===== src/rtl/rcp_pkg.sv =====
// Purpose: Constants for the regulator configuration register pair.
// Assumes: 8-bit register port, one clock, synchronous reset.
// Notes: Register offsets are local to this block's port.
//
// Contract
// Phase field bits 6:4 decode 000, 100, 010, 110 as phases one to four.
// Source select bit 3 at 1 takes the target code from the setpoint register.
// Source select bit 3 at 0 takes the target code from the identification pins.
// Loop test is enabled only when bit 2 is 1 in both registers.
// While latch-off enable bit 1 is 1, current limit times out and latches off.
// With bit 1 at 0 in both registers, current limit never latches off.
// Each register is a read-write byte with a reset default, reading back the last write.
package rcp_pkg;
	localparam int ADDR_W = 8;
	localparam int DATA_W = 8;
	localparam logic [7:0] CFG_A_ADDR = 8'h00;
	localparam logic [7:0] CFG_B_ADDR = 8'h01;
	localparam logic [7:0] STATUS_ADDR = 8'h02;
	localparam logic [7:0] CFG_RESET = 8'h52;
	localparam int PHASE_MSB = 6;
	localparam int PHASE_LSB = 4;
	localparam int SRC_SEL_BIT = 3;
	localparam int LOOP_BIT = 2;
	localparam int LATCH_BIT = 1;
	localparam logic [2:0] PH1_CODE = 3'h0;
	localparam logic [2:0] PH2_CODE = 3'h4;
	localparam logic [2:0] PH3_CODE = 3'h2;
	localparam logic [2:0] PH4_CODE = 3'h6;
	localparam logic [1:0] PH1_IDX = 2'h0;
	localparam logic [1:0] PH2_IDX = 2'h1;
	localparam logic [1:0] PH3_IDX = 2'h2;
	localparam logic [1:0] PH4_IDX = 2'h3;
	localparam int LATCHOFF_CYCLES_DEF = 1024;
endpackage : rcp_pkg


===== src/rtl/rcp_phase_decode.sv =====
// Purpose: Decode one phase field into a phase index.
// Assumes: Purely combinational, registered by the caller.
// Notes: Unlisted codes report not valid and index zero.
`timescale 1ns/10ps
`default_nettype none
module rcp_phase_decode (
	input wire logic [2:0] field, // Phase field of a config byte
	output logic [1:0] idx, // Phase index, 0 = phase one
	output logic valid // Field holds a listed code
);
	import rcp_pkg::*;
	always_comb begin
		idx = PH1_IDX;
		valid = 1'b1;
		case (field)
			PH1_CODE: idx = PH1_IDX;
			PH2_CODE: idx = PH2_IDX;
			PH3_CODE: idx = PH3_IDX;
			PH4_CODE: idx = PH4_IDX;
			default: valid = 1'b0;
		endcase
	end
endmodule : rcp_phase_decode
`default_nettype wire


===== src/rtl/rcp_regulator_config.sv =====
// Purpose: Regulator configuration register pair and the controls it steers.
// Assumes: Register port strobes are one cycle; inputs synchronous to clk.
// Notes: Latch-off clears only on reset, like a power cycle.
//
// Design decisions made here: the strobed register port and the register addresses.
`timescale 1ns/10ps
`default_nettype none
module rcp_regulator_config #(
	parameter int VCODE_W = 8,
	parameter int TIMEOUT_CYCLES = rcp_pkg::LATCHOFF_CYCLES_DEF,
	parameter int CNT_W = 16
) (
	input wire logic clk, // 25 MHz clock
	input wire logic srst, // Synchronous reset, high
	input wire logic ce, // Clock enable, freezes state when low
	input wire logic [rcp_pkg::ADDR_W-1:0] reg_addr, // Register address
	input wire logic [rcp_pkg::DATA_W-1:0] reg_wdata, // Write data
	input wire logic reg_wr, // Write strobe
	input wire logic reg_rd, // Read strobe
	output logic [rcp_pkg::DATA_W-1:0] reg_rdata, // Read data, cycle after strobe
	input wire logic [VCODE_W-1:0] output_voltage_setpoint_reg, // Programmed setpoint code
	input wire logic [VCODE_W-1:0] voltage_identification_inputs, // Identification pins
	input wire logic current_limit_active, // Output is in current limit
	output logic [VCODE_W-1:0] vout_target_code, // Selected voltage target
	output logic [1:0][1:0] phase_idx, // Phase index, [0] = A, [1] = B
	output logic [1:0] phase_valid, // Phase field holds a listed code
	output logic loop_test_enable, // Control-loop test active
	output logic latchoff_enable, // Current-limit timeout armed
	output logic latched_off // Output latched off
);
	import rcp_pkg::*;

	////////////////////////////////////////////////////////////////////////////
	logic [DATA_W-1:0] cfg_r [2];
	logic [DATA_W-1:0] rdata_r;
	logic [VCODE_W-1:0] target_r;
	logic [1:0][1:0] phase_idx_r;
	logic [1:0] phase_valid_r;
	logic loop_r;
	logic latch_en_r;
	logic latched_r;
	logic [CNT_W-1:0] lim_cnt_r;
	logic [CNT_W-1:0] lim_cnt_nxt;
	logic [1:0][1:0] dec_idx;
	logic [1:0] dec_valid;
	logic latch_en;
	logic timeout_hit;

	localparam logic [CNT_W-1:0] LAST_CNT = CNT_W'(TIMEOUT_CYCLES - 1);

	////////////////////////////////////////////////////////////////////////////
	// Config registers, one per entry
	generate
		for (genvar i = 0; i < 2; i++) begin : g_cfg
			localparam logic [7:0] MY_ADDR = (i == 0) ? CFG_A_ADDR : CFG_B_ADDR;
			always_ff @(posedge clk) begin
				if (srst) begin
					cfg_r[i] <= CFG_RESET;
				end else if (ce && reg_wr && reg_addr == MY_ADDR) begin
					cfg_r[i] <= reg_wdata;
				end
			end
			rcp_phase_decode u_dec (
				.field(cfg_r[i][PHASE_MSB:PHASE_LSB]),
				.idx(dec_idx[i]),
				.valid(dec_valid[i])
			);
		end
	endgenerate

	////////////////////////////////////////////////////////////////////////////
	// Read port; data stands only in the cycle after the strobe
	always_ff @(posedge clk) begin
		if (srst) begin
			rdata_r <= 8'h00;
		end else if (ce) begin
			rdata_r <= 8'h00;
			if (reg_rd) begin
				case (reg_addr)
					CFG_A_ADDR: rdata_r <= cfg_r[0];
					CFG_B_ADDR: rdata_r <= cfg_r[1];
					STATUS_ADDR: rdata_r <= {2'h0, phase_valid_r, latched_r, latch_en_r,
						loop_r, current_limit_active};
					default: rdata_r <= 8'h00;
				endcase
			end
		end
	end

	////////////////////////////////////////////////////////////////////////////
	// Phase selection, registered from the decoders
	always_ff @(posedge clk) begin
		if (srst) begin
			phase_idx_r <= '0;
			phase_valid_r <= 2'h0;
		end else if (ce) begin
			phase_idx_r <= dec_idx;
			phase_valid_r <= dec_valid;
		end
	end

	////////////////////////////////////////////////////////////////////////////
	// Voltage target source; register A's select bit rules
	always_ff @(posedge clk) begin
		if (srst) begin
			target_r <= '0;
		end else if (ce) begin
			if (cfg_r[0][SRC_SEL_BIT]) begin
				target_r <= output_voltage_setpoint_reg;
			end else begin
				target_r <= voltage_identification_inputs;
			end
		end
	end

	////////////////////////////////////////////////////////////////////////////
	// Loop test needs agreement of both registers
	always_ff @(posedge clk) begin
		if (srst) begin
			loop_r <= 1'b0;
		end else if (ce) begin
			loop_r <= cfg_r[0][LOOP_BIT] & cfg_r[1][LOOP_BIT];
		end
	end

	////////////////////////////////////////////////////////////////////////////
	// Current-limit timeout; disabling needs both bits clear
	assign latch_en = cfg_r[0][LATCH_BIT] | cfg_r[1][LATCH_BIT];
	assign timeout_hit = latch_en && current_limit_active && lim_cnt_r == LAST_CNT;

	always_comb begin
		lim_cnt_nxt = lim_cnt_r;
		if (!latch_en || !current_limit_active) begin
			lim_cnt_nxt = '0;
		end else if (lim_cnt_r != LAST_CNT) begin
			lim_cnt_nxt = lim_cnt_r + CNT_W'(1);
		end
	end

	always_ff @(posedge clk) begin
		if (srst) begin
			lim_cnt_r <= '0;
			latch_en_r <= 1'b0;
		end else if (ce) begin
			lim_cnt_r <= lim_cnt_nxt;
			latch_en_r <= latch_en;
		end
	end

	// Sticky until reset, as a power cycle would clear it
	always_ff @(posedge clk) begin
		if (srst) begin
			latched_r <= 1'b0;
		end else if (ce && timeout_hit) begin
			latched_r <= 1'b1;
		end
	end

	assign reg_rdata = rdata_r;
	assign vout_target_code = target_r;
	assign phase_idx = phase_idx_r;
	assign phase_valid = phase_valid_r;
	assign loop_test_enable = loop_r;
	assign latchoff_enable = latch_en_r;
	assign latched_off = latched_r;

	////////////////////////////////////////////////////////////////////////////
	// Checks
	property p_phase_two;
		@(posedge clk) disable iff (srst)
		ce && cfg_r[0][PHASE_MSB:PHASE_LSB] == PH2_CODE
		|=> phase_idx_r[0] == PH2_IDX && phase_valid_r[0];
	endproperty
	a_phase_two: assert property (p_phase_two) else $error("phase two misdecoded");

	property p_phase_four;
		@(posedge clk) disable iff (srst)
		ce && cfg_r[1][PHASE_MSB:PHASE_LSB] == PH4_CODE
		|=> phase_idx_r[1] == PH4_IDX && phase_valid_r[1];
	endproperty
	a_phase_four: assert property (p_phase_four) else $error("phase four misdecoded");

	property p_src_setpoint;
		@(posedge clk) disable iff (srst)
		ce && cfg_r[0][SRC_SEL_BIT] |=> target_r == $past(output_voltage_setpoint_reg);
	endproperty
	a_src_setpoint: assert property (p_src_setpoint) else $error("target not setpoint");

	property p_src_pins;
		@(posedge clk) disable iff (srst)
		ce && !cfg_r[0][SRC_SEL_BIT] |=> target_r == $past(voltage_identification_inputs);
	endproperty
	a_src_pins: assert property (p_src_pins) else $error("target not from pins");

	property p_loop_both;
		@(posedge clk) disable iff (srst)
		ce |=> loop_r == ($past(cfg_r[0][LOOP_BIT]) && $past(cfg_r[1][LOOP_BIT]));
	endproperty
	a_loop_both: assert property (p_loop_both) else $error("loop test enable wrong");

	property p_latch_cause;
		@(posedge clk) disable iff (srst)
		$rose(latched_r) |-> $past(latch_en && current_limit_active && lim_cnt_r == LAST_CNT);
	endproperty
	a_latch_cause: assert property (p_latch_cause) else $error("latch-off without timeout");

	property p_latch_fires;
		@(posedge clk) disable iff (srst)
		ce && timeout_hit |=> latched_r;
	endproperty
	a_latch_fires: assert property (p_latch_fires) else $error("timeout did not latch");

	property p_never_latch;
		@(posedge clk) disable iff (srst)
		!cfg_r[0][LATCH_BIT] && !cfg_r[1][LATCH_BIT] && !latched_r |=> !latched_r;
	endproperty
	a_never_latch: assert property (p_never_latch) else $error("latched while disabled");

	property p_write_read;
		@(posedge clk) disable iff (srst)
		ce && reg_wr && reg_addr == CFG_B_ADDR ##1 ce && reg_rd && reg_addr == CFG_B_ADDR
		|=> rdata_r == $past(reg_wdata, 2);
	endproperty
	a_write_read: assert property (p_write_read) else $error("readback mismatch");

	property p_reset_value;
		@(posedge clk) srst |=> cfg_r[0] == CFG_RESET && cfg_r[1] == CFG_RESET;
	endproperty
	a_reset_value: assert property (p_reset_value) else $error("reset default wrong");
endmodule : rcp_regulator_config
`default_nettype wire


===== config.mk =====
export PLATFORM = sky130hd
export DESIGN_NAME = rcp_regulator_config
export DESIGN_NICKNAME = d
export VERILOG_FILES = /design/src/rtl/rcp_pkg.sv /design/src/rtl/rcp_phase_decode.sv /design/src/rtl/rcp_regulator_config.sv
export SDC_FILE = /design/constraint.sdc
export NUM_CORES = 1
export LEC_CHECK = 0
export ABC_AREA = 1
export CAP_MARGIN = 10
export CORE_UTILIZATION = 60
export DETAILED_ROUTE_END_ITERATION = 10
export DONT_BUFFER_PORTS = 1
export PLACE_DENSITY = 0.76
export SYNTH_ARGS = -nofsm -noshare
export SYNTH_HDL_FRONTEND = slang
export SYNTH_SLANG_ARGS = --single-unit

===== constraint.sdc =====
create_clock -name clk -period 1.9 [get_ports clk]
set_input_delay 0.19 -clock clk [delete_from_list [all_inputs] [get_ports clk]]
set_output_delay 0.19 -clock clk [all_outputs]
set_load 0.01 [all_outputs]

==> After elaboration in Yosys (flattened, before gate mapping) <==
Memory sizes are Yosys's and may differ from the RTL's.
Index checks and enable logic that the tools add are counted.
{ "word_totals": {"reg_bits": 41, "output_inout_bits": 25, "elab_cells": 60, "inputBits": 38, "mem_count": 1, "ramBits": 16} }
{ "memory_table": {"columns": ["memory", "words", "width", "read_ports", "rd_ports_with_merged_regs", "wr", "line_no", "text"], "rows": [
  ["cfg_r", 2, 8, 2, 0, 2, "rcp_regulator_config.sv:34", "logic [DATA_W-1:0] cfg_r [2];"]
]} }
{ "classes": {"n_bitwise": 4, "eq_ne": 10, "muxes": 19, "n_addsub": 1, "reduce_logical": 16} }
{ "ops": {"columns": ["operator", "count"], "rows": [
  ["$mux 16", 2],
  ["$mux 8", 4],
  ["$pmux 8 s3", 1],
  ["$add 16x1->16 const B", 1],
  ["$eq 16x10->1 const B", 1],
  ["$ne 16x10->1 const B", 1],
  ["$eq 3x3->1 const B", 4],
  ["$pmux 2 s3", 2],
  ["$mux 1", 10],
  ["$eq 8x1->1 const B", 1],
  ["$eq 8x2->1 const B", 1],
  ["$logic_not 8->1", 1],
  ["$reduce_or 4->1", 2],
  ["$eq 3x2->1 const B", 2],
  ["$logic_and 1x1->1", 6],
  ["$logic_not 3->1", 2],
  ["$or 1x1->1", 3],
  ["$logic_not 1->1", 2],
  ["$reduce_and 2->1", 1],
  ["$reduce_bool 2->1", 1],
  ["$and 1x1->1", 1],
  ["$logic_or 1x1->1", 1]
]} }

==> Depth between registers and ports, before layout <==
Gate-level depths: netlist (run 1).
{ "depth": {"ltp_word": 6, "depth_mapped": 11, "depth_no_buf": 10} }

==> Cells and area by module <==
From an unflattened synthesis (run 1), not the netlist that was laid out.
{ "hier_totals": {"hier_cells": 397, "area_unflattened_um2": 2877.8} }
{ "by_module_without_submodules": {"columns": ["module", "instances", "area_per_inst_um2", "seq_area_each_um2", "cells_per_inst"], "rows": [
  ["rcp_regulator_config", 1, 2840.2, 1301.2, 387],
  ["rcp_phase_decode", 2, 18.8, 0.0, 5]
]} }

==> Worst setup path before layout (run 1) <==
No wires, ideal clock.
{ "synth_timing": {"path_kind": "input to register", "from": "input port reg_addr[3] (netlist bit)", "to": "memory cfg_r[1][0], enable pin", "arrival_time_ps": 1269, "path_slack_ps": 247, "cell_stages": 5, "setup_ps": 384, "n_path_buf": 0, "required_time_ps": 1516, "path_cell_list": "nor2_2 inv_1 nor2_4 nand2_1 o21ai_0"} }
{ "synth_lines": {"columns": ["element", "line_no", "text"], "rows": [
  ["start: declaration", "rcp_regulator_config.sv:16", "input wire logic [rcp_pkg::ADDR_W-1:0] reg_addr,"],
  ["end: declaration", "rcp_regulator_config.sv:34", null]
]} }

==> Final worst setup path (run 1) <==
{ "layout_timing": {"from": "register lim_cnt_r[0]", "to": "register lim_cnt_r[7]"} }
{ "layout_between": {"elab_chain_len": 3, "word_cells_on_any_way": 6, "cone_classes": "1 x add/sub; 1 x eq/ne; 2 x mux; 2 x reduce/logical"} }
{ "layout_lines": {"columns": ["element", "line_no", "text"], "rows": [
  ["start: declaration", "rcp_regulator_config.sv:42", "logic [CNT_W-1:0] lim_cnt_r;"],
  ["start signal: assignment", "rcp_regulator_config.sv:145", "lim_cnt_r <= lim_cnt_nxt;"],
  ["$add 16x1->16 or $ne 16x10->1 (tied branches)", "rcp_regulator_config.sv:136, rcp_regulator_config.sv:135", null],
  ["$mux 16 or $reduce_bool 2->1 (tied branches)", null, null],
  ["$mux 16 or $reduce_and 2->1 (tied branches)", null, null]
]} }
Several ways; a longest one is shown, not always the timed one. The select of a mux whose other input is x is not followed.
A chain may end at the register's enable or synchronous reset.

==> results of run 1 <==
logic make-up after synthesis:
family	count (synthesis)
simple gates	229
buf+inv	61
compound gates	40
fa+ha+maj	1
flops	57
xor+xnor	2
per-layer routing:
layer	global-route usage, %	vias to the layer above
li1	-	1271
met5	0	-
met4	9.778	0
met3	8.405	11
met2	44.76	65
met1	31.98	1126
cells in the mapped netlist:
cell	n	area, um^2
inv_2	5	18.77
o211ai_1	9	67.56
nor3_1	2	10.01
nor2_2	7	43.79
o31ai_1	1	7.510
nand4_2	1	12.51
nor2_4	1	11.26
inv_1	44	165.2
a21oi_1	23	115.1
xor2_1	1	8.760
nand3b_4	1	20.02
nand2_2	2	12.51
ha_1	1	12.51
a21boi_2	1	11.26
nor3b_1	1	7.510
nand2_1	108	405.4
xnor2_1	1	8.760
nor2_1	53	198.9
nand3_1	42	210.2
clkbuf_1	4	15.01
nand4_1	6	37.54
buf_2	5	25.02
nand3_2	4	40.04
buf_1	2	7.510
dfxtp_1	41	820.8
nor3_2	1	10.01
o21ai_0	5	25.02
buf_6	1	11.26
a21oi_4	1	16.27
edfxtp_1	16	480.5
state kept, by name, indices dropped and copies added, names as in the netlist:
name              cells
cfg_r                16
lim_cnt_r            16
reg_rdata             8
vout_target_code      8
phase_idx             4
phase_valid           2
latched_off           1
latchoff_enable       1
loop_test_enable      1
layout make-up:
class / instances / area [um^2]
Fill cell: 385 / 1335
Sequential cell: 57 / 1301
Multi-Input combinational cell: 272 / 1295
Inverter: 49 / 183.9
Clock buffer: 13 / 168.9
Timing Repair Buffer: 10 / 80.08
Tap cell: 52 / 65.06
Clock inverter: 3 / 15.01
report_power, final:
| part | switching [uW] | internal [uW] | total (uW) |
|---|---|---|---|
| Sequential | 38.6 | 1290 | 1330 |
| Clock | 462 | 573 | 1040 |
| Combinational | 85.4 | 45.1 | 131 |
through the flow:
stage | util, % | cells | setup slack (ps)
2_1_floorplan | - | 390 | 247.4
3_3_place_gp | 65.32 | 438 | 254.6
3_5_place_dp | 65.32 | 438 | 189.9
4_1_cts | 69.90 | 456 | 158.6
5_1_grt | 69.96 | 456 | 27.08
6_report | 69.96 | 456 | 184.5
worst min-delay path by stage:
stage	from	slack [ps]	endpoint	cells after the start
after floorplan	srst	350	lim_cnt_r[11]	3
after global routing	ce	10	vout_target_code[2]	2
after global placement	srst	270	phase_valid[0]	1
after CTS	ce	10	latched_off	2
final	ce	20	latched_off	2
after detailed placement	srst	270	reg_rdata[1]	1
what timing repair did:
item,in CTS,in global routing
hold buffers,2,0
buffers inserted,0,0
gates resized for setup,0,1
setup endpoints to repair,0,1
hold endpoints to repair,21,0
worst max-delay path, stage by stage (launching register included):
cell	delay (ps)
dfxtp_1	370
ha_1	180
nand2_1	80
nor2_2	130
nand2_2	100
inv_2	80
nand3_2	240
buf_4	240
nand3_2	60
nand2_1	50
nand2_1	50
nor2_1	40
==> flow_results.org, run 1 <==
** Run status
- Result of the run :: complete, but fails checks
- Violated checks :: design-rule violations

** Critical path
- The critical path is of the reg2reg type.
- Worst setup path end :: lim_cnt_r[7]
- Kind of start point of the critical path :: flop
- The setup check on the worst reg-to-reg path leaves a slack of 180 ps.
- Launch point of the worst reg-to-reg path :: lim_cnt_r[0]
- End of the worst register-to-register path :: lim_cnt_r[7]
- Measured in cells, the most critical reg-to-reg path has a length of 11.
- STA classifies the critical path endpoint as a flop.
- Data arrival time of the worst path :: 1940 ps
- CP max FO :: 11
- Data on the critical path is required at its endpoint by 2130 ps.
- The most critical setup path has its startpoint at lim_cnt_r[0].

** Die
- Total I/O pin count :: 63
- In this run the horizontal extent of the chip is 70.76 um.
- Measured along the y axis, the die boundary spans 70.76 um.
- The core region is 0.004444 mm^2.
- Floorplan die area :: 0.005006 mm^2
- Starting utilization of the core area :: 63.82%
- Std cell rows :: 24

** STA
- Worst-Margin Slew :: 792.7 ps
- Measured against its own limit, the worst slew margin works out to 46.98%.
- Post-Route Setup TNS :: 0 ps
- The hold violation count in the final report was 0.
- Worst clock skew on the final layout :: 9.488 ps
- Worst hold slack after final layout :: 15.05 ps
- The count of pins over their slew limit was 0.
- In the finished design, the share of the clock period the worst path needs comes to 90.29%.
- Setup repair after global routing left no endpoint under its margin.
- The worst path needs 1716 ps of the cycle, external delays included.
- Maximum frequency from static timing analysis :: 0.5829 GHz
- Setup violations remaining at the end of the flow were counted as 0.

** Place
- Number of buffers added on ports :: 0
- Routability-driven placement finished with a final weighted congestion of 0.8568.
- HPWL after detailed placement :: 4.317 mm
- DP Area :: 0.002903 mm^2

** Clock network
- Counting every sink on the clock net gives 57.
- CTS tree :: built
- The cell sitting at the root of the clock tree is a clkbuf_8.
- After clock tree synthesis, the clock-pin slew on the worst setup and hold paths is 70 ps.
- The H-tree was split into 3 levels.
- Number of buffers between clock root and the deepest sink :: 2
- Buffers inserted during clock tree synthesis total 9.
- Skew-Pair Late Insertion Delay :: 330 ps

** Worst hold path
- The tightest min-delay check is of the in2reg type.

** Drt
- In this run, the number of DRC markers left after iteration 0 of detailed routing was 152.
- Dividing the detail-routed wire length by the instance count gives 13.19 um.
- DR vias/cell :: 5.423
- In the detailed route, the total length drawn on met2 is 2.974 mm.
- In the detailed route, the total length drawn on met3 is 407 um.
- Number of optimization iterations in the first detailed-route pass :: 7
- Number of DRC violations after detailed routing :: 5
- DRT antenna net count :: 0
- In the final routing, the length of wire on met1 measures 2.535 mm.
- Sum of routed wire length over all layers :: 6.014 mm
- Routed via count :: 2473
- The highest metal layer carrying signal wires in the routed design is met4.

** Synth
- Area of the mapped netlist :: 0.002836 mm^2
- Portion of netlist area occupied by mux cells :: 0%
- Counting flops and latches in the post-synthesis netlist gives 57.
- Share of the synthesized area in compound gates (AO/OA/AOI/OAI) :: 8.558%
- Sequential element share of the synthesized area :: 45.88%
- A synthesized cell averages 7.273 um^2.
- Summing the areas of all xor and xnor instances in the mapped netlist gives 0.6176% of the synthesized area.
- Of the total synthesized cell area, the portion taken by full adders, half adders and majority gates is 0.4411%.
- Simple-gate portion of the synthesized area :: 35.95%
- After technology mapping, the gate count stands at 390.
- Count of cell types in the netlist :: 30
- Largest family of logic cells by synthesized area :: simple AND/OR/NAND/NOR gates
- Total nets after synthesis :: 429
- Number of warnings reported in the yosys synthesis log :: 0

** Power
- Total leakage power :: 0.001314 uW
- VDD sags by at most 521.6 uV.
- Post-layout total power :: 2494 uW
- In this run the power density over the cells is 802.2 mW/mm^2.

** GRT
- The first global-routing pass estimated 10.32 mm of wire.
- Number of global-route vias before repair :: 2363
- Total Routing Usage GR :: 26.55%
- Global routing finished with a remaining overflow of 0.
- Antenna violations before repair :: 0
- Largest net degree at the start of global routing :: 44

** Cells and area
- Post-route cell area :: 0.003109 mm^2
- After the last flow step, the layout net total stands at 438.
- Share of final-layout standard cells stronger than drive strength 1 :: 11.88%
- Compared with the post-synthesis result, the final layout area differs by 9.616%.
- Commonest non-fill, non-tap cells in the layout :: nand2_1 (107), nor2_1 (53), inv_1 (44), nand3_1 (42), dfxtp_1 (41)
- The number of antenna diodes in the final layout is 0.
- Most common cell after layout, fill and taps aside :: nand2_1

** Run
- Number of max-cap violations :: 0
Note: power is estimated with default switching activity, not from simulation.
==> inputs of run 2 (changes only) <==
CORE_UTILIZATION = 51   (was 60)
PLACE_DENSITY = 0.66   (was 0.76)
SETUP_SLACK_MARGIN = 0.2   (was not set)
==> run 2 against run 1 <==
Against the previous run: the flow now finishes without violations; die area grew 17%; global-route usage shrank 2.1 points; wire length grew 6.6%; non-clock buffer count shrank 2; clock skew shrank 3.7 ps; critical path depth is the same; count of clock-buffer cells in the layout shrank 4; sequential power is essentially flat; power grew 8.4%; worst hold slack gained 7.5 ps; combinational power is essentially flat; cell count grew 3.5%; critical path type unchanged.
==> flow_results.org, run 2 (same netlist as run 1, synthesis figures left out) <==
** Cells and area
- The number of filler cells placed in the layout is 495 (+29%).
- The share of layout cells above drive strength 1 came to 11.19% (-0.69 points).
- The count of non-filler cells in the finished layout came to 472 (+3.5%).
- Nets :: 436 (-0.46%)
- The sequential standard cell area came to 0.001301 mm^2 (unchanged).
- The library cell used most frequently in the layout, excluding fill and tap cells, is nand2_1.
- Area used by multi-input combinational logic :: 0.001292 mm^2 (-0.19%)
- Compared with the post-synthesis result, the final layout area differs by 11.03%.
- The count of inserted antenna diode cells is 0 (unchanged).
- In the final layout, the registers with the most flip-flops are cfg_r: 16 flops, lim_cnt_r: 16 flops.
- Commonest non-fill, non-tap cells in the layout :: nand2_1 (108), nor2_1 (53), inv_1 (44), nand3_1 (42), dfxtp_1 (41)

** Power
- Power Density :: 858.7 mW/mm^2 (+7.0%)
- Switching Fraction :: 23.59% (+0.083 points)
- Combinational power share :: 4.9% (-0.3 points)
- The leakage dissipation was 0.001303 uW (-0.78%).
- The highest ir drop seen on vdd is 677.4 uV (+30%).
- Clock network power share :: 46.0% (+4.5 points)
- Switching component of the power :: 637.8 uW (+8.8%)
- Part of the total power dissipated in sequential elements :: 49.1% (-4.1 points)
- Pint :: 2066 uW (+8.3%)

** STA
- Worst clock skew on the final layout :: 5.792 ps (-3.696 ps)
- Fraction of the cycle the final worst path needs :: 81.17% (-9.1 points)
- Worst slew margin relative to its limit :: 48.06% (+1.1 points)
- Worst hold slack after final layout :: 22.50 ps (+7.454 ps)
- Worst-Margin Slew :: 776.5 ps (-16.13 ps)
- # setup viols final :: 0 (unchanged)
- Maximum frequency from static timing analysis :: 0.6484 GHz (+11%)
- Max Slew Vio Count :: 0 (unchanged)
- Final worst setup slack :: 357.8 ps (+173.4 ps)
- The aggregate negative setup slack is 0 ps (unchanged).
- Unrepaired setup endpoints after global routing :: false
- The time the final worst path needs with I/O delays and setup is 1542 ps (-173.4 ps).
- The hold violation count in the final report came to 0 (unchanged).

** Critical path
- Launch point of the worst reg-to-reg path :: lim_cnt_r[0]
- The worst register-to-register path ends at lim_cnt_r[15].
- The most critical setup path has its endpoint at lim_cnt_r[15].
- CP Class :: reg2reg
- Register-to-register path setup slack :: 360 ps (+170 ps)
- Worst reg2reg path depth :: 11 (unchanged)
- Kind of start point of the critical path :: flop
- The data arrival at the endpoint of the critical path came to 1780 ps (-160 ps).
- CP endpoint kind :: flop
- CP max FO :: 9 (-2)
- Launching element of the worst setup path :: lim_cnt_r[0]
- Critical Path RT :: 2140 ps (about the same)

** Clock network
- TritonCTS built the clock tree.
- The clock tree buffer depth is 2 (unchanged).
- Clk slew on worst S/H paths :: 70 ps (about the same)
- CTS placed an instance of clkbuf_8 at the clock tree root.
- Skew-Pair Late Insertion Delay :: 340 ps (about the same)
- The count of cells resized by post-cts repair is 0 (unchanged).
- CTS buffer count :: 9 (unchanged)
- The total clock sinks is 57 (unchanged).
- Deepest level of the CTS H-tree :: 3 (unchanged)

** GRT
- The wire length of the first global-routing pass was 11.08 mm (+7.4%).
- The overall fraction of global-route tracks in use was 24.42% (-2.1 points).
- The leftover overflow at the end of global routing was 0 (unchanged).
- The number of global-route vias before repair was 2420 (+2.4%).
- Largest net degree at the start of global routing :: 34 (-23%)
- The number of antenna violations at the first check in global routing was 0 (unchanged).

** Drt
- The number of design-rule violations left by the first detailed-router iteration is 155 (+2.0%).
- Routed via count :: 2437 (-1.5%)
- DR vias/cell :: 5.163 (-4.8%)
- The average detailed-routed wire length per instance is 13.58 um (+3.0%).
- Sum of routed wire length over all layers :: 6.409 mm (+6.6%)
- Number of DRC violations after detailed routing :: 0 (-5)
- Number of optimization iterations in the first detailed-route pass :: 4 (-3)
- The number of nets still failing antenna checks after routing is 0 (unchanged).

** Place
- Placed cells :: 454 (+3.7%)
- Post-place setup slack :: 370.3 ps (+180.4 ps)
- Final GP Congestion :: 0.8506 (-0.72%)
- HPWL after detailed placement :: 4.431 mm (+2.6%)
- Number of buffers added on ports :: 0 (unchanged)

** Die
- The number of standard-cell rows in the floorplan came to 26 (+8.3%).
- Core ar. :: 0.005238 mm^2 (+18%)
- The width of the chip is 76.58 um (+8.2%).
- The area enclosed by the die boundary was 0.005864 mm^2 (+17%).
- The initial standard-cell utilization of the core was 54.16% (-9.7 points).
- The count of boundary I/O pins came to 63 (unchanged).
- Overall die height :: 76.58 um (+8.2%)

** Worst hold path
- Class of the tightest hold or removal check :: in2reg

** Run
- The number of maximum-capacitance constraint violations came to 0 (unchanged).

** Run status
- The flow ran to the end, and the final reports show no timing, DRC or antenna violations.
==> run 2: cell types whose count changed in the layout (fill, tap and decap cells not counted), sizes merged <==
cell      previous run  this run
clkinv               3         2
bufinv               0         2
clkinvlp             0         3
buf                  8         6
clkbuf              13         9
==> run 2: worst max-delay path: stages (launching register included) <==
cell and delay [ps]:
dfxtp_1 370, ha_1 180, nand2_1 80, nor2_2 130
nand2_2 100, inv_2 80, nand3_2 80, buf_4 200
nand3_2 90, nand2_1 50, nand2_1 50, nor2_1 40
==> run 2: area by class of cell <==
class | instances | area share (%)
multi-input combinational | 272 | 41.04
sequential | 57 | 41.32
clock inverter | 7 | 3.019
timing repair buffer | 8 | 2.066
tap | 70 | 2.781
inverter | 49 | 5.840
clock buffer | 9 | 3.933
==> run 2: how the worst min path moves through the flow <==
stage | startpoint | to | slack [ps] | cells after the start
finish | srst | lim_cnt_r[9] | 20 | 3
global route | ce | phase_idx[2] | 10 | 2
CTS | srst | lim_cnt_r[9] | 5 | 3
detailed placement | srst | phase_idx[3] | 270 | 1
global placement | srst | phase_valid[1] | 270 | 1
floorplan | srst | lim_cnt_r[11] | 350 | 3
==> run 2: repair_timing <==
item / 4_1_cts / 5_1_grt
endpoints found under the setup margin: 0 / 0
setup buffers: 0 / 0
endpoints found under the hold margin: 28 / 0
hold buffers: 2 / 0
==> run 2: stage by stage <==
stage               total power (uW)  area (um^2)  util, %
floorplan                       1459         2836        -
global placement                1471         2910    55.57
detailed placement              1473         2910    55.57
CTS                             2742         3149    60.13
global route                    2813         3149    60.13
finish                          2704         3149    60.13
==> run 2: metal layers <==
metal	global-route usage [%]	routed length [um]
met1	28.56	2960
met2	39.91	2994
met4	9.808	89
met5	0	0
met3	9.581	365
==> run 2: power by group through the flow <==
stage / clock (uW) / sequential [uW] / combinational [uW]
floorplan: 0 / 1340 / 115
global placement: 0 / 1350 / 116
detailed placement: 0 / 1360 / 118
CTS: 1280 / 1330 / 133
global route: 1330 / 1330 / 153
finish: 1240 / 1330 / 132
==> inputs of run 3 (changes only) <==
ABC_AREA = 0   (was 1)
clock period = 1.55 ns   (was 1.9 ns; I/O delays follow)
==> run 3 against run 2 <==
Against the previous run: the flow now finishes with violations (negative setup slack); die area is 6.5% lower; via count is 3.7% lower; power is 26% higher; global-route usage is 1.7 points higher; clock skew is 1.4 ps lower; first-iteration DRC count is 6.5% higher; register-to-register slack worse by 440 ps; critical path type unchanged; largest cell class is now multi-input combinational cells; highest routed layer unchanged.
==> flow_results.org, run 3 <==
** Run status
- Result of the run :: complete, but fails checks
- Violated checks :: negative setup slack

** Critical path
- The data arrival at the endpoint of the critical path was 1890 ps (+110 ps).
- The data required time at the worst endpoint was 1810 ps (-330 ps).
- The sum of buffers and inverters on the critical path is 0 (-2).
- Crit-path slowest cell :: or4_4
- The critical path's largest stage delay was 560 ps (+190 ps).
- By startpoint and endpoint, the worst setup path is classified as reg2reg.
- STA classifies the critical path startpoint as a flop.
- The worst setup path is captured at a flop.
- Critical path cell sequence :: or4_4 > or3_4 > o21ai_2 > mux2i_1
- Top Family by Delay on Critical Path :: simple AND/OR/NAND/NOR gates
- The highest fanout seen on the critical path was 3 (-6).

** STA
- Worst-Margin Slew :: 1077 ps (+300.5 ps)
- Worst clock skew on the final layout :: 4.354 ps (-1.438 ps)
- The upper clock frequency limit came to 0.6134 GHz (-5.4%).
- # setup viols final :: 11 (+11)
- The hold violation count in the final report was 0 (unchanged).
- Fraction of the cycle the final worst path needs :: 105.2% (+24 points)
- Max Slew Vio Count :: 0 (unchanged)
- Worst slew margin relative to its limit :: 28.20% (-20 points)
- The worst setup slack after layout came to -80.17 ps (-438.0 ps).
- Setup repair after global routing could not meet its margin everywhere.
- The time the final worst path needs with I/O delays and setup came to 1630 ps (+88.01 ps).

** Run
- Number of max-cap violations :: 0 (unchanged)

** Cells and area
- The count of inserted antenna diode cells came to 0 (unchanged).
- Largest registers :: cfg_r: 16 flops, lim_cnt_r: 16 flops
- The area growth from synthesis to layout is 35.93%.
- The post-route core utilization is 74.19% (+14 points).
- The share of layout cells above drive strength 1 came to 33.64% (+22 points).
- The post-layout net count was 364 (-17%).
- Most common cell after layout, fill and taps aside :: buf_4
- Commonest non-fill, non-tap cells in the layout :: buf_4 (47), dfxtp_1 (30), nor2_1 (28), mux2i_1 (20), nand2_1 (18)

** Synth
- Number of cells produced by synthesis :: 270 (-31%)
- The number of enable-type register cells in the synthesized netlist is 16 (unchanged).
- Post-synthesis register bit count :: 57 (unchanged)
- Sequential element share of the synthesized area :: 49.17% (+3.3 points)
- Proportion of register bits with asynchronous set or reset after synthesis :: 0% (unchanged)
- Mean Syn Cell Area :: 9.801 um^2 (+35%)
- Count of cell types in the netlist :: 44 (+47%)
- Share of Yosys cell area claimed by the top area cell type :: 31.02% (+2.1 points)
- Leading cell type by number of instances after synthesis :: dfxtp_1
- Among all flip-flop cells after synthesis, the most frequent one is dfxtp_1.
- Number of warnings reported in the yosys synthesis log :: 0 (unchanged)
- The netlist area before placement came to 0.002646 mm^2 (-6.7%).
- Total nets after synthesis :: 309 (-28%)
- Synth top area cells :: dfxtp_1 (31%), edfxtp_1 (18%), mux2i_1 (7.6%)
- Post-synthesis cell type with the largest combined area :: dfxtp_1
- In the synthesized netlist, the cells that appear most often are dfxtp_1 (41), nor2_1 (29), mux2i_1 (20), nand2_1 (19), edfxtp_1 (16).

** Drt
- The number of nets still failing antenna checks after routing came to 0 (unchanged).
- The number of design-rule violations left by the first detailed-router iteration was 165 (+6.5%).
- Average detailed-routed wire length per instance :: 17.90 um (+32%)
- DR vias/cell :: 5.909 (+14%)
- The count of unresolved DRC violations after routing is 0 (unchanged).
- The total number of vias was 2346 (-3.7%).
- The total iterations of the first detailed-routing run came to 4 (unchanged).
- The wire length reported by the detailed router is 7.105 mm (+11%).

** Place
- The number of port buffers came to 0 (unchanged).
- Final GP Congestion :: 0.8242 (-3.1%)
- HPWL after detailed placement :: 4.354 mm (-1.7%)

** Power
- The leakage dissipation is 0.001368 uW (+5.0%).
- The areal power density over the cells was 946.1 mW/mm^2 (+10%).
- Post-layout total power :: 3403 uW (+26%)
- Peak supply drop :: 678.0 uV (about the same)

** GRT
- The met2 layer usage reported by global route came to 42.73% (+2.8 points).
- Largest net degree at the start of global routing :: 28 (-18%)
- The wire length of the first global-routing pass was 10.47 mm (-5.5%).
- The met1 demand-to-capacity share in global routing is 32.59% (+4.0 points).
- Grt ovf :: 0 (unchanged)
- The number of global-route vias before repair came to 2230 (-7.9%).
- The met3 capacity usage during global routing came to 7.046% (-2.5 points).
- Busiest layer in global routing :: met2
- Antenna violations before repair :: 0 (unchanged)
- The overall fraction of global-route tracks in use was 26.10% (+1.7 points).

** Die
- Floorplan die area :: 0.005481 mm^2 (-6.5%)
- The count of boundary I/O pins came to 63 (unchanged).
- The floorplan core area was 0.004848 mm^2 (-7.4%).
- Std cell rows :: 25 (-3.8%)
- Die Wd :: 74.04 um (-3.3%)
- The die outline height is 74.04 um (-3.3%).
- Starting utilization of the core area :: 54.58% (+0.42 points)

** Clock network
- The number of levels the H-tree was split into was 3 (unchanged).
- CTS tree :: built
- Number of buffers between clock root and the deepest sink :: 2 (unchanged)
- The clock latency on the worst-skew pair is 330 ps (about the same).
- Master cell of the clock root buffer :: clkbuf_8
- Total number of clock tree sinks :: 57 (unchanged)
- The clock edge transition at the registers on the reported setup and hold paths was 70 ps (about the same).
- CTS buffer count :: 9 (unchanged)

** Worst hold path
- The path class of the tightest hold or removal check is in2reg.
## run 3: cell count changes in the layout (fill, tap and decap cells not counted), sizes merged, moves of 10 or more
cell    change
nand2b     +10
nand2      -91
a21oi      -13
a211oi     +12
mux2i      +20
and2       +11
nand3      -39
buf        +46
nor2       -32
inv        -46
## run 3: what timing repair did
action | in CTS | in global routing
resized for setup | 14 | 21
endpoints found under the setup margin | 17 | 43
pin swaps | 4 | 14
hold buffers | 7 | 0
buffers inserted | 7 | 6
endpoints found under the hold margin | 33 | 0
## run 3: kinds of logic (layout without fill, tap and decap cells)
group / count (synthesis) / count (layout) / synth area share, %
AOI/OAI and AO/OA: 63 / 63 / 16.69
xor gates and xnor gates: 1 / 1 / 0.3310
adders and majority gates: 1 / 1 / 0.4727
buffers and inverters: 18 / 78 / 2.600
DFF: 57 / 57 / 49.17
muxes: 20 / 20 / 7.565
and+or+nand+nor: 110 / 110 / 23.17
## run 3: routing by layer
| layer | share of wire (%) | vias up |
|---|---|---|
| met4 | 2.1 | 0 |
| li1 | - | 1126 |
| met5 | 0 | - |
| met3 | 8.9 | 18 |
| met2 | 46 | 108 |
| met1 | 43 | 1094 |
## run 3: cell type report
type	count	area [um^2]
Timing Repair Buffer	59	493.0
Clock buffer	11	141.4
Multi-Input combinational cell	195	1460
Fill cell	339	1251
Clock inverter	5	77.57
Inverter	3	11.26
Sequential cell	57	1330
Tap cell	67	83.83
## run 3: path summary, 6_finish.rpt
kind	start	to	slack [ps]	depth (start not counted)
setup / recovery	lim_cnt_r[14]	lim_cnt_r[6]	-80	4
hold reg to reg	lim_cnt_r[7]	lim_cnt_r[7]	480	2
setup reg to reg	lim_cnt_r[14]	lim_cnt_r[6]	-80	4
hold / removal	ce	vout_target_code[2]	10	2
## run 3: power breakdown
part	switching [uW]	internal, uW	total, uW
clock	615	948	1560
sequential	47.0	1570	1620
combinational	118	107	225
total	780	2620	3400
## run 3: stage by stage
step | setup TNS [ps] | instances | hold slack, ps | cell area [um^2] | worst slack [ps]
final | -527.4 | 397 | 10.18 | 3597 | -80.17
after global routing | -1050 | 397 | 9.016 | 3597 | -129.1
after CTS | -362.5 | 391 | 0.5248 | 3473 | -78.63
after detailed placement | -794.8 | 361 | 223.3 | 3054 | -81.78
after global placement | -681.1 | 361 | 223.8 | 3054 | -89.63
after floorplan | -835.3 | 270 | 332.8 | 2739 | -42.21
